File: src/pbp_pkg.sv
// package of constants and types for the picture bus port
package pbp_pkg;

  // ****************************************
  // clock and pixel rate
  // ****************************************
  localparam int CLK_RATE_KHZ = 40000;
  localparam int PIX_RATE_KHZ = 20250;
  localparam int PIX_STEP     = PIX_RATE_KHZ / 10;
  localparam int ACC_MOD      = CLK_RATE_KHZ / 10;
  localparam int ACC_W        = 13;

  // ****************************************
  // line and field timing, in pixels and lines
  // ****************************************
  localparam int LINE_PIXELS      = 1296;
  localparam int FIELD_LINES      = 312;
  localparam int MAIN_SYNC_WIDTH  = 95;
  localparam int FRONT_SYNC_WIDTH = 32;

  // ****************************************
  // data path sizes and values
  // ****************************************
  localparam int FIFO_DEPTH         = 8;
  localparam int MAP_ENTRIES        = 16;
  localparam logic [7:0] HALF_LEVEL = 8'h80;
  localparam logic [23:0] MAP_RESET = 24'h000000;
  localparam int RGB_R_BIT          = 0;
  localparam int RGB_G_BIT          = 1;
  localparam int RGB_B_BIT          = 2;
  localparam int IDX_BIT            = 0;
  localparam int MAP_EN_BIT         = 1;

  // ****************************************
  // types
  // ****************************************
  typedef struct packed {
    logic [7:0] luma;
    logic [7:0] chroma;
    logic [2:0] prio;
  } pbp_bus_t;

  typedef struct packed {
    logic [7:0]  luma;
    logic [7:0]  u;
    logic [7:0]  v;
    logic [2:0]  src;
    logic        rgb_ok;
    logic [23:0] rgb;
  } pbp_pix_t;

endpackage : pbp_pkg

File: src/pbp_fifo.sv
// fifo of flip-flops with valid and ready on both sides
`timescale 1ns/10ps
module pbp_fifo #(
  parameter int W     = 8,
  parameter int DEPTH = 8
) (
  input  wire logic         clk,
  input  wire logic         rst,
  input  wire logic         in_valid,
  output logic              in_ready,
  input  wire logic [W-1:0] in_data,
  output logic              out_valid,
  input  wire logic         out_ready,
  output logic [W-1:0]      out_data
);
  localparam int AW = $clog2(DEPTH);

  logic [W-1:0] mem_q [DEPTH];
  logic [AW:0]  wr_q;
  logic [AW:0]  rd_q;
  logic         push;
  logic         pop;

  assign in_ready  = (wr_q - rd_q) != (AW+1)'(DEPTH);
  assign out_valid = wr_q != rd_q;
  assign push      = in_valid & in_ready;
  assign pop       = out_valid & out_ready;
  assign out_data  = mem_q[rd_q[AW-1:0]];

  always_ff @(posedge clk) begin
    if (push) begin
      mem_q[wr_q[AW-1:0]] <= in_data;
    end
  end

  always_ff @(posedge clk) begin
    if (rst) begin
      wr_q <= '0;
    end else if (push) begin
      wr_q <= wr_q + (AW+1)'(1);
    end
  end

  always_ff @(posedge clk) begin
    if (rst) begin
      rd_q <= '0;
    end else if (pop) begin
      rd_q <= rd_q + (AW+1)'(1);
    end
  end

endmodule : pbp_fifo

File: src/pbp_sync.sv
// line and field counter with main and front sync pulses
`timescale 1ns/10ps
module pbp_sync #(
  parameter int LINE_PIXELS      = pbp_pkg::LINE_PIXELS,
  parameter int FIELD_LINES      = pbp_pkg::FIELD_LINES,
  parameter int MAIN_SYNC_WIDTH  = pbp_pkg::MAIN_SYNC_WIDTH,
  parameter int FRONT_SYNC_WIDTH = pbp_pkg::FRONT_SYNC_WIDTH
) (
  input  wire logic clk,
  input  wire logic rst,
  input  wire logic pix_en,
  output logic      line_first,
  output logic      line_last,
  output logic      field_start,
  output logic      main_sync,
  output logic      front_sync
);
  localparam int PW = $clog2(LINE_PIXELS);
  localparam int LW = $clog2(FIELD_LINES);

  logic [PW-1:0] pixel_q;
  logic [LW-1:0] line_q;
  logic          field_end;

  assign line_first = pixel_q == '0;
  assign line_last  = pixel_q == PW'(LINE_PIXELS - 1);
  assign field_end  = line_q == LW'(FIELD_LINES - 1);

  // ****************************************
  // counters
  // ****************************************
  always_ff @(posedge clk) begin
    if (rst) begin
      pixel_q <= '0;
    end else if (pix_en) begin
      pixel_q <= line_last ? '0 : pixel_q + PW'(1);
    end
  end

  always_ff @(posedge clk) begin
    if (rst) begin
      line_q <= '0;
    end else if (pix_en && line_last) begin
      line_q <= field_end ? '0 : line_q + LW'(1);
    end
  end

  // ****************************************
  // sync pulses
  // ****************************************
  always_ff @(posedge clk) begin
    if (rst) begin
      main_sync   <= 1'b0;
      front_sync  <= 1'b0;
      field_start <= 1'b0;
    end else begin
      field_start <= pix_en && line_last && field_end;
      if (pix_en) begin
        main_sync  <= line_last || (pixel_q < PW'(MAIN_SYNC_WIDTH - 1));
        front_sync <= (pixel_q >= PW'(LINE_PIXELS - FRONT_SYNC_WIDTH - 1)) && !line_last;
      end
    end
  end
endmodule : pbp_sync

File: src/pbp_port.sv
// picture bus port: bus drive, arbitration, uv demultiplex, rgb mode and colour map
//
// Overview of operation
// - luma lines carry one sample per tick of the 20.25 MHz pixel rate
// - in rgb mode luma bits 0,1,2 are single-bit red, green, blue
// - chroma lines carry u and v alternately, each at 10.125 MHz
// - the u/v multiplex restarts at every line start
// - in rgb mode chroma bits 0,1 are index bit and map-enable bit
// - map-enable 0 shows the rgb bits at half contrast
// - map-enable 1 selects one of 16 map entries by index,r,g,b
// - three priority lines select one of up to 8 sources
// - highest priority wins, decided afresh for every pixel
// - device drives main sync and front sync pulses for line timing
// - device outputs a one-cycle strobe per pixel tick on main clock out; bus timing derives from it
// - low on chip clear holds the whole port in reset
`timescale 1ns/10ps
module pbp_port (
  input  wire logic              CLK,
  input  wire logic              RST,
  input  wire logic              CHIP_CLEAR_N,
  input  wire pbp_pkg::pbp_bus_t BUS_I,
  output pbp_pkg::pbp_bus_t      BUS_O,
  output pbp_pkg::pbp_bus_t      BUS_OE,
  output logic                   MAIN_CLOCK_OUT,
  output logic                   MAIN_SYNC_PULSE,
  output logic                   FRONT_SYNC_PULSE,
  output logic                   FIELD_START,
  input  wire logic              RGB_MODE,
  input  wire logic              OWN_ENABLE,
  input  wire logic [2:0]        OWN_PRIORITY,
  input  wire logic [7:0]        OWN_LUMA,
  input  wire logic [7:0]        OWN_U,
  input  wire logic [7:0]        OWN_V,
  input  wire logic              MAP_WR,
  input  wire logic [3:0]        MAP_ADDR,
  input  wire logic [23:0]       MAP_DATA,
  output pbp_pkg::pbp_pix_t      PIX_OUT,
  output logic                   PIX_VALID,
  input  wire logic              PIX_READY,
  output logic                   FIFO_IN_READY,
  output logic                   OVERRUN
);
  import pbp_pkg::*;

  logic               clr;
  logic [ACC_W-1:0]   acc_q;
  logic [ACC_W-1:0]   acc_sum;
  logic               pix_en;
  logic               line_first;
  logic               line_last;
  pbp_bus_t           ext_q;
  logic               first_q;
  logic               cap_q;
  logic               rgb_q;
  logic               iph_q;
  logic               oph_q;
  logic               is_u;
  logic [7:0]         u_q;
  logic [7:0]         v_q;
  logic               win;
  logic [23:0]        map_q [MAP_ENTRIES];
  logic [3:0]         map_idx;
  logic               map_en;
  logic [23:0]        half_rgb;
  pbp_pix_t           word;

  // ****************************************
  // reset from either source
  // ****************************************
  assign clr = RST | ~CHIP_CLEAR_N;

  // ****************************************
  // pixel rate divider
  // ****************************************
  assign acc_sum = acc_q + ACC_W'(PIX_STEP);
  assign pix_en  = acc_sum >= ACC_W'(ACC_MOD);

  always_ff @(posedge CLK) begin
    if (clr) begin
      acc_q <= '0;
    end else begin
      acc_q <= pix_en ? acc_sum - ACC_W'(ACC_MOD) : acc_sum;
    end
  end

  always_ff @(posedge CLK) begin
    if (clr) begin
      MAIN_CLOCK_OUT <= 1'b0;
    end else begin
      MAIN_CLOCK_OUT <= pix_en;
    end
  end

  // ****************************************
  // line timing
  // ****************************************
  pbp_sync u_sync (
    .clk         (CLK),
    .rst         (clr),
    .pix_en      (pix_en),
    .line_first  (line_first),
    .line_last   (line_last),
    .field_start (FIELD_START),
    .main_sync   (MAIN_SYNC_PULSE),
    .front_sync  (FRONT_SYNC_PULSE)
  );

  // ****************************************
  // own source drive and arbitration
  // ****************************************
  assign win = OWN_ENABLE && (OWN_PRIORITY >= BUS_I.prio);

  always_ff @(posedge CLK) begin
    if (clr) begin
      BUS_O  <= '0;
      BUS_OE <= '0;
      oph_q  <= 1'b1;
    end else if (pix_en) begin
      BUS_OE      <= win ? '1 : '0;
      BUS_O.prio  <= OWN_PRIORITY;
      BUS_O.luma  <= OWN_LUMA;
      if (line_last) begin
        BUS_O.chroma <= OWN_U;
        oph_q        <= 1'b1;
      end else begin
        BUS_O.chroma <= oph_q ? OWN_V : OWN_U;
        oph_q        <= ~oph_q;
      end
    end
  end

  // ****************************************
  // bus capture
  // ****************************************
  always_ff @(posedge CLK) begin
    if (clr) begin
      ext_q   <= '0;
      first_q <= 1'b0;
      cap_q   <= 1'b0;
      rgb_q   <= 1'b0;
    end else begin
      cap_q <= pix_en;
      if (pix_en) begin
        ext_q   <= BUS_I;
        first_q <= line_first;
        rgb_q   <= RGB_MODE;
      end
    end
  end

  // ****************************************
  // uv demultiplex
  // ****************************************
  assign is_u = first_q | ~iph_q;

  always_ff @(posedge CLK) begin
    if (clr) begin
      iph_q <= 1'b0;
    end else if (cap_q) begin
      iph_q <= is_u;
    end
  end

  always_ff @(posedge CLK) begin
    if (clr) begin
      u_q <= '0;
      v_q <= '0;
    end else if (cap_q) begin
      if (is_u) begin
        u_q <= ext_q.chroma;
      end else begin
        v_q <= ext_q.chroma;
      end
    end
  end

  // ****************************************
  // colour map
  // ****************************************
  for (genvar i = 0; i < MAP_ENTRIES; i++) begin : g_map
    always_ff @(posedge CLK) begin
      if (clr) begin
        map_q[i] <= MAP_RESET;
      end else if (MAP_WR && (MAP_ADDR == 4'(i))) begin
        map_q[i] <= MAP_DATA;
      end
    end
  end

  // ****************************************
  // rgb mode decode
  // ****************************************
  assign map_en  = ext_q.chroma[MAP_EN_BIT];
  assign map_idx = {ext_q.chroma[IDX_BIT], ext_q.luma[RGB_R_BIT],
                    ext_q.luma[RGB_G_BIT], ext_q.luma[RGB_B_BIT]};
  assign half_rgb = {ext_q.luma[RGB_R_BIT] ? HALF_LEVEL : 8'h00,
                     ext_q.luma[RGB_G_BIT] ? HALF_LEVEL : 8'h00,
                     ext_q.luma[RGB_B_BIT] ? HALF_LEVEL : 8'h00};

  always_comb begin
    word.luma   = ext_q.luma;
    word.u      = is_u ? ext_q.chroma : u_q;
    word.v      = is_u ? v_q : ext_q.chroma;
    word.src    = ext_q.prio;
    word.rgb_ok = rgb_q;
    word.rgb    = 24'h000000;
    if (rgb_q) begin
      word.rgb = map_en ? map_q[map_idx] : half_rgb;
    end
  end

  // ****************************************
  // output fifo
  // ****************************************
  pbp_fifo #(
    .W     ($bits(pbp_pix_t)),
    .DEPTH (FIFO_DEPTH)
  ) u_fifo (
    .clk       (CLK),
    .rst       (clr),
    .in_valid  (cap_q),
    .in_ready  (FIFO_IN_READY),
    .in_data   (word),
    .out_valid (PIX_VALID),
    .out_ready (PIX_READY),
    .out_data  (PIX_OUT)
  );

  always_ff @(posedge CLK) begin
    if (clr) begin
      OVERRUN <= 1'b0;
    end else if (cap_q && !FIFO_IN_READY) begin
      OVERRUN <= 1'b1;
    end
  end
endmodule : pbp_port

File: config.mk
export PLATFORM = sky130hd
export DESIGN_NAME = pbp_port
export DESIGN_NICKNAME = d
export VERILOG_FILES = /design/src/pbp_pkg.sv /design/src/pbp_fifo.sv /design/src/pbp_sync.sv /design/src/pbp_port.sv
export SDC_FILE = /design/constraint.sdc
export NUM_CORES = 1
export LEC_CHECK = 0
export BUFFER_PORTS_ARGS = -buffer_cell sky130_fd_sc_hd__buf_2
export CAP_MARGIN = 10
export CORE_UTILIZATION = 52
export DETAILED_ROUTE_END_ITERATION = 8
export PLACE_DENSITY_LB_ADDON = 0.3
export SYNTH_ARGS = -nofsm -noshare
export SYNTH_HDL_FRONTEND = slang
export SYNTH_SLANG_ARGS = --single-unit
File: constraint.sdc
create_clock -name CLK -period 11.08 [get_ports CLK]
set_clock_uncertainty 0.15 [all_clocks]
set_input_delay 2.216 -clock CLK [delete_from_list [all_inputs] [get_ports CLK]]
set_output_delay 2.216 -clock CLK [all_outputs]
set_load 0.01 [all_outputs]
Word level (Yosys, flattened, before mapping). Memory sizes are Yosys's and may differ from the RTL's. A register that Yosys moved wholly into a read port is not among the register bits. Index checks and enable logic that the tools add are counted.

Register bits after elaboration: 123. Memory bits (writable): 800. Input port bits: 81. Output and inout bits: 97. Word-level logic and storage cells: 192. Memories kept: 2.

Add/subtract/negate cells: 7. Order comparisons: 4. Eq/ne operators: 19. Mux-type cells: 86. Bitwise operators: 23. Reduce and logical (&&, ||, !) cells: 26.

Memories: u_fifo.mem_q (depth 8, bits a word 52, read ports 1, clocked after Yosys merged registers in 1, wr ports 1, line pbp_fifo.sv:18) `logic [W-1:0] mem_q [DEPTH];`; map_q (depth 16, bits a word 24, read ports 1, clocked after Yosys merged registers in 1, wr ports 16, line pbp_port.sv:61) `logic [23:0] map_q [MAP_ENTRIES];`.

Operators with widths (count): 24-bit 2-to-1 mux (18); 8-bit 2-to-1 mux (7); 1-bit 2-to-1 mux (53); 4-bit == test, second input constant (8); 1-bit logical AND (21); 19-bit 2-to-1 mux (1); 1-bit bitwise OR (18); 4-bit by 3-bit == test with 1-bit output, second input constant (4); 13-bit by 11-bit adder with 13-bit output, second input constant (1); 13-bit by 12-bit >= comparator with 1-bit output, second input constant (1); 13-bit 2-to-1 mux (1); 13-bit by 12-bit subtractor with 13-bit output, second input constant (1); 11-bit by 1-bit adder with 11-bit output, second input constant (1); 11-bit == test, second input constant (1); 11-bit >= comparator, second input constant (1); 11-bit logical NOT (1); 11-bit by 7-bit less-than comparator with 1-bit output, second input constant (1); 11-bit 2-to-1 mux (1); 9-bit by 1-bit adder with 9-bit output, second input constant (1); 9-bit == test, second input constant (1); 9-bit 2-to-1 mux (1); 4-bit by 1-bit adder with 4-bit output, second input constant (2); 4-bit by 2-bit == test with 1-bit output, second input constant (2); 4-bit 2-to-1 mux (2); 11 further kinds (16).

Depth between registers and ports, before layout.
Word-level depth: 6. Mapped depth: 12. Mapped depth without buffers: 11.

By module. From an unflattened synthesis, not the netlist that was laid out.

Cell total of the unflattened synthesis: 2310. Area, all modules: 38894.8 µm².

By module, submodules not included: pbp_port (times used 1, cells each 1484, area an instance 21361.7 µm², sequential area each 13092.6 µm²); pbp_fifo (times used 1, cells each 679, area an instance 16281.9 µm², sequential area each 12712.2 µm²); pbp_sync (times used 1, cells each 147, area an instance 1251.2 µm², sequential area each 460.4 µm²).

Worst setup path after synthesis. No wires, ideal clock.

Path type: register to register. Start point: register u_fifo.rd_q[1]. End point: memory u_fifo.mem_q[4][0] in the netlist's numbering (enable). Library setup time: 0.526 ns. Arrival: 5.160 ns. Data required time: 10.404 ns. Path slack: 5.244 ns. Cell stages (with the launch flop): 11. Buffers on the path: 1. Clock period less this slack: 5.836 ns. Cells stage by stage: dfxtp_1 > inv_1 > ha_1 > a21o_1 > nand3b_1 > a21oi_1 > inv_1 > and2_1 > clkbuf_1 > nand2_1 > nor3_1.

Cells in the longest elaborated chain, start to end: 5.

RTL lines: start, declared (line pbp_fifo.sv:20) `logic [AW:0] rd_q;`; start signal, assigned (line pbp_fifo.sv:48) `rd_q <= rd_q + (AW+1)'(1);`; 4-bit subtractor (line pbp_fifo.sv:24) `assign in_ready = (wr_q - rd_q) != (AW+1)'(DEPTH);`; 4-bit != test (line pbp_fifo.sv:24); named net FIFO_IN_READY (line pbp_port.sv:40) `output logic FIFO_IN_READY,`; 1-bit AND (line pbp_fifo.sv:26) `assign push = in_valid & in_ready;`; 1-bit 2-to-1 mux (line pbp_fifo.sv:31) `if (push) begin`; 1-bit 2-to-1 mux (not written as such) (line pbp_fifo.sv:32) `mem_q[wr_q[AW-1:0]] <= in_data;`; end, declared (line pbp_fifo.sv:18).

The timed path passes the listed nets, and every way through them passes these cells.

==> results.sh <==
export IMPL_wl_mm=86.9
export IMPL_routabilityCongestion=0.758
export IMPL_drt_iter0_drc=1980
export IMPL_antenna_left=0
export IMPL_timing_critical_path_cells="buf_4 -> mux4_2 -> mux2_2 -> buf_2"
export IMPL_ys_seq_area_frac=0.688
export IMPL_worst_setup_path_end_kind="output pin"
export IMPL_cts_made_buffers=92
export IMPL_nFillCells=5226
export IMPL_via_count=20700
export IMPL_post_route_period_util=0.501
export IMPL_synth_edf_count=800
export IMPL_drv_cap=0
export IMPL_hold_slack_ps=303
export IMPL_hold_buffers=0
export IMPL_placed_cell_area_sq_mm=0.0400
export IMPL_nNetsFinal=2521
export IMPL_setup_viol=0
export IMPL_yosys_area_top_type_share=0.630
export IMPL_multi_input_area_sq_mm=0.0112
export IMPL_cts_buffer_depth=3
export IMPL_dp_hpwl_mm=48.0
export IMPL_power_density_mw_per_mm2=174
export IMPL_io_buffers=177
export IMPL_syn_nets=2368
export IMPL_clkTransAtPathRegs_ps=60
export IMPL_routedWlPerCell_um=25.1
export IMPL_clk_latency_ps=640
export IMPL_syn_to_final_growth_pct=13.1
export IMPL_crit_slowest_cell="dfxtp_4"
export IMPL_fin_ws_ps=5530
export IMPL_fin_area_sq_mm=0.0432
export IMPL_critPathLaunchType="register"
export IMPL_yosys_area_top_type="edfxtp_1"
export IMPL_rrSetupSlack_ps=6860
export IMPL_cts_root_buf="clkbuf_16"
export IMPL_synth_top_cells_by_count="edfxtp_1 (800), and2_1 (389), mux4_2 (224), clkbuf_1 (126), dfxtp_1 (112)"
export IMPL_fin_crit_ps=5550
export IMPL_die_area_sq_mm=0.0745
export IMPL_drc=0
export IMPL_antenna_found_initial=11
export IMPL_worst_slew_pin_slew_ps=1270
export IMPL_leakage_nw=15.6
export IMPL_slowest_delay_ps=800
export IMPL_grt_max_degree=78
export IMPL_final_hold_violation_count=0
export IMPL_fin_setup_tns_ps=0
export IMPL_grt_pass1_vias=21100
export IMPL_critPathMaxFanout=54
export IMPL_ys_ff_latch=912
export IMPL_synth_flop_cell="edfxtp_1"
export IMPL_postCtsSetupBuffers=0
export IMPL_layout_drive_gt1_share=0.283
export IMPL_yosysMostFrequentCell="edfxtp_1"
export IMPL_place_ws_ps=6170
export IMPL_clock_sinks=912
export IMPL_required_ps=8710
export IMPL_hp_class="register to register"
export IMPL_gr_usage_all_layers=0.236
export IMPL_seq_area_sq_mm=0.0263
export IMPL_syn_area_per_cell_sq_um=16.8
export IMPL_io_pins=178
export IMPL_via_per_inst=5.97
export IMPL_rsz0062_at_grt="false"
export IMPL_syn_area_sq_mm=0.0382
export IMPL_yosys_warnings=0
export IMPL_cts_resized_gates=0
export IMPL_cts_tree="done"
export IMPL_die_w_um=273
export IMPL_power_mw=7.53
export IMPL_fmax_mhz=180
export IMPL_die_height_um=273
export IMPL_rows=98
export IMPL_globalRouteOverflowTotal=0
export IMPL_synth_area_top_cells="edfxtp_1 (63%), mux4_2 (13%), and2_1 (6.4%)"
export IMPL_start_util=0.529
export IMPL_slew_violations=0
export IMPL_syn_inst=2274
export IMPL_vdd_drop_max_uv=154
export IMPL_core_sq_mm=0.0721
export IMPL_cp_arrival_ps=3190
export IMPL_ys_types=55
export IMPL_grt_pass1_wl_mm=130
export IMPL_drtPass1Iterations=5
export IMPL_slew_headroom=0.151
export IMPL_status="finished, final reports clean"
export IMPL_postSynth_asyncResetShare=0
export IMPL_h_tree_depth=3
export IMPL_crit_type="register to output pin"
==> worst paths after layout <==
check,from,end,cells after the start
min,ext_q[4],ext_q[4],2
max reg2reg,acc_q[0],register,10
max,register,PIX_OUT[44],4
min reg2reg,ext_q[4],ext_q[4],2
==> logic make-up after synthesis <==
| kind of cell | synth area share |
|---|---|
| compound gates | 0.0172 |
| xor+xnor | 0.00689 |
| fa+ha+maj | 0.00426 |
| buf+inv | 0.0207 |
| flops | 0.688 |
| mux | 0.158 |
| simple gates | 0.104 |
==> stage by stage <==
step | instances | util
after floorplan | 2274 | -
after global placement | 3283 | 0.555
after detailed placement | 3283 | 0.555
after CTS | 3455 | 0.599
after global routing | 3456 | 0.599
final | 3457 | 0.599
==> routing by layer <==
layer	global-route usage	wire (um)
met1	0.323	35200
met2	0.389	43000
met3	0.0446	6930
met4	0.0652	1720
met5	0	41
==> layout make-up <==
cell class	count	share of cell area
flip-flops and latches	912	0.609
clock buffers	131	0.0603
diodes	2	0.000116
multi-input cells	1178	0.260
well taps	950	0.0275
clock inverters	41	0.0117
inverters	11	0.000957
repair buffers	232	0.0301
==> registers in the layout (all words and copies together), names as in the netlist, 9 cells and up, named ones only <==
name	flops
map_q	384
u_sync.line_q	9
acc_q	13
ext_q	19
u_fifo.mem_q	416
u_sync.pixel_q	11
BUS_O	19
==> power by group <==
part / internal [mW] / switching, mW / leakage (nW)
clock network: 1.90 / 1.28 / 1.51
registers: 3.82 / 0.0605 / 9.36
logic: 0.182 / 0.289 / 4.73
==> layout by cell type, fill, tap and decap left out, types with 5 or more instances in the layout <==
cell,count
nand2_1,104
clkbuf_8,7
nor2_1,99
buf_4,55
and3_1,28
mux2i_1,21
nor2b_1,5
nand2b_1,7
xor2_1,7
clkbuf_1,28
xnor2_1,23
clkinv_2,12
o21ai_0,7
nand3_1,23
clkbuf_16,96
and2_1,389
a21oi_1,51
dfxtp_1,106
nand4_1,7
edfxtp_1,800
mux2_2,69
nor2_4,7
bufinv_16,11
or2_2,5
mux4_2,224
inv_1,11
a311oi_1,11
clkinv_1,12
nor3_1,12
ha_1,13
o21ai_2,16
buf_2,177
==> critical path: cells and delay by family, from the launching register on <==
kind	cells	cell delay, ps
multiplexers	2	740
buffers and inverters	2	930
flip-flops	1	800
(Power assumes the default switching activity.)
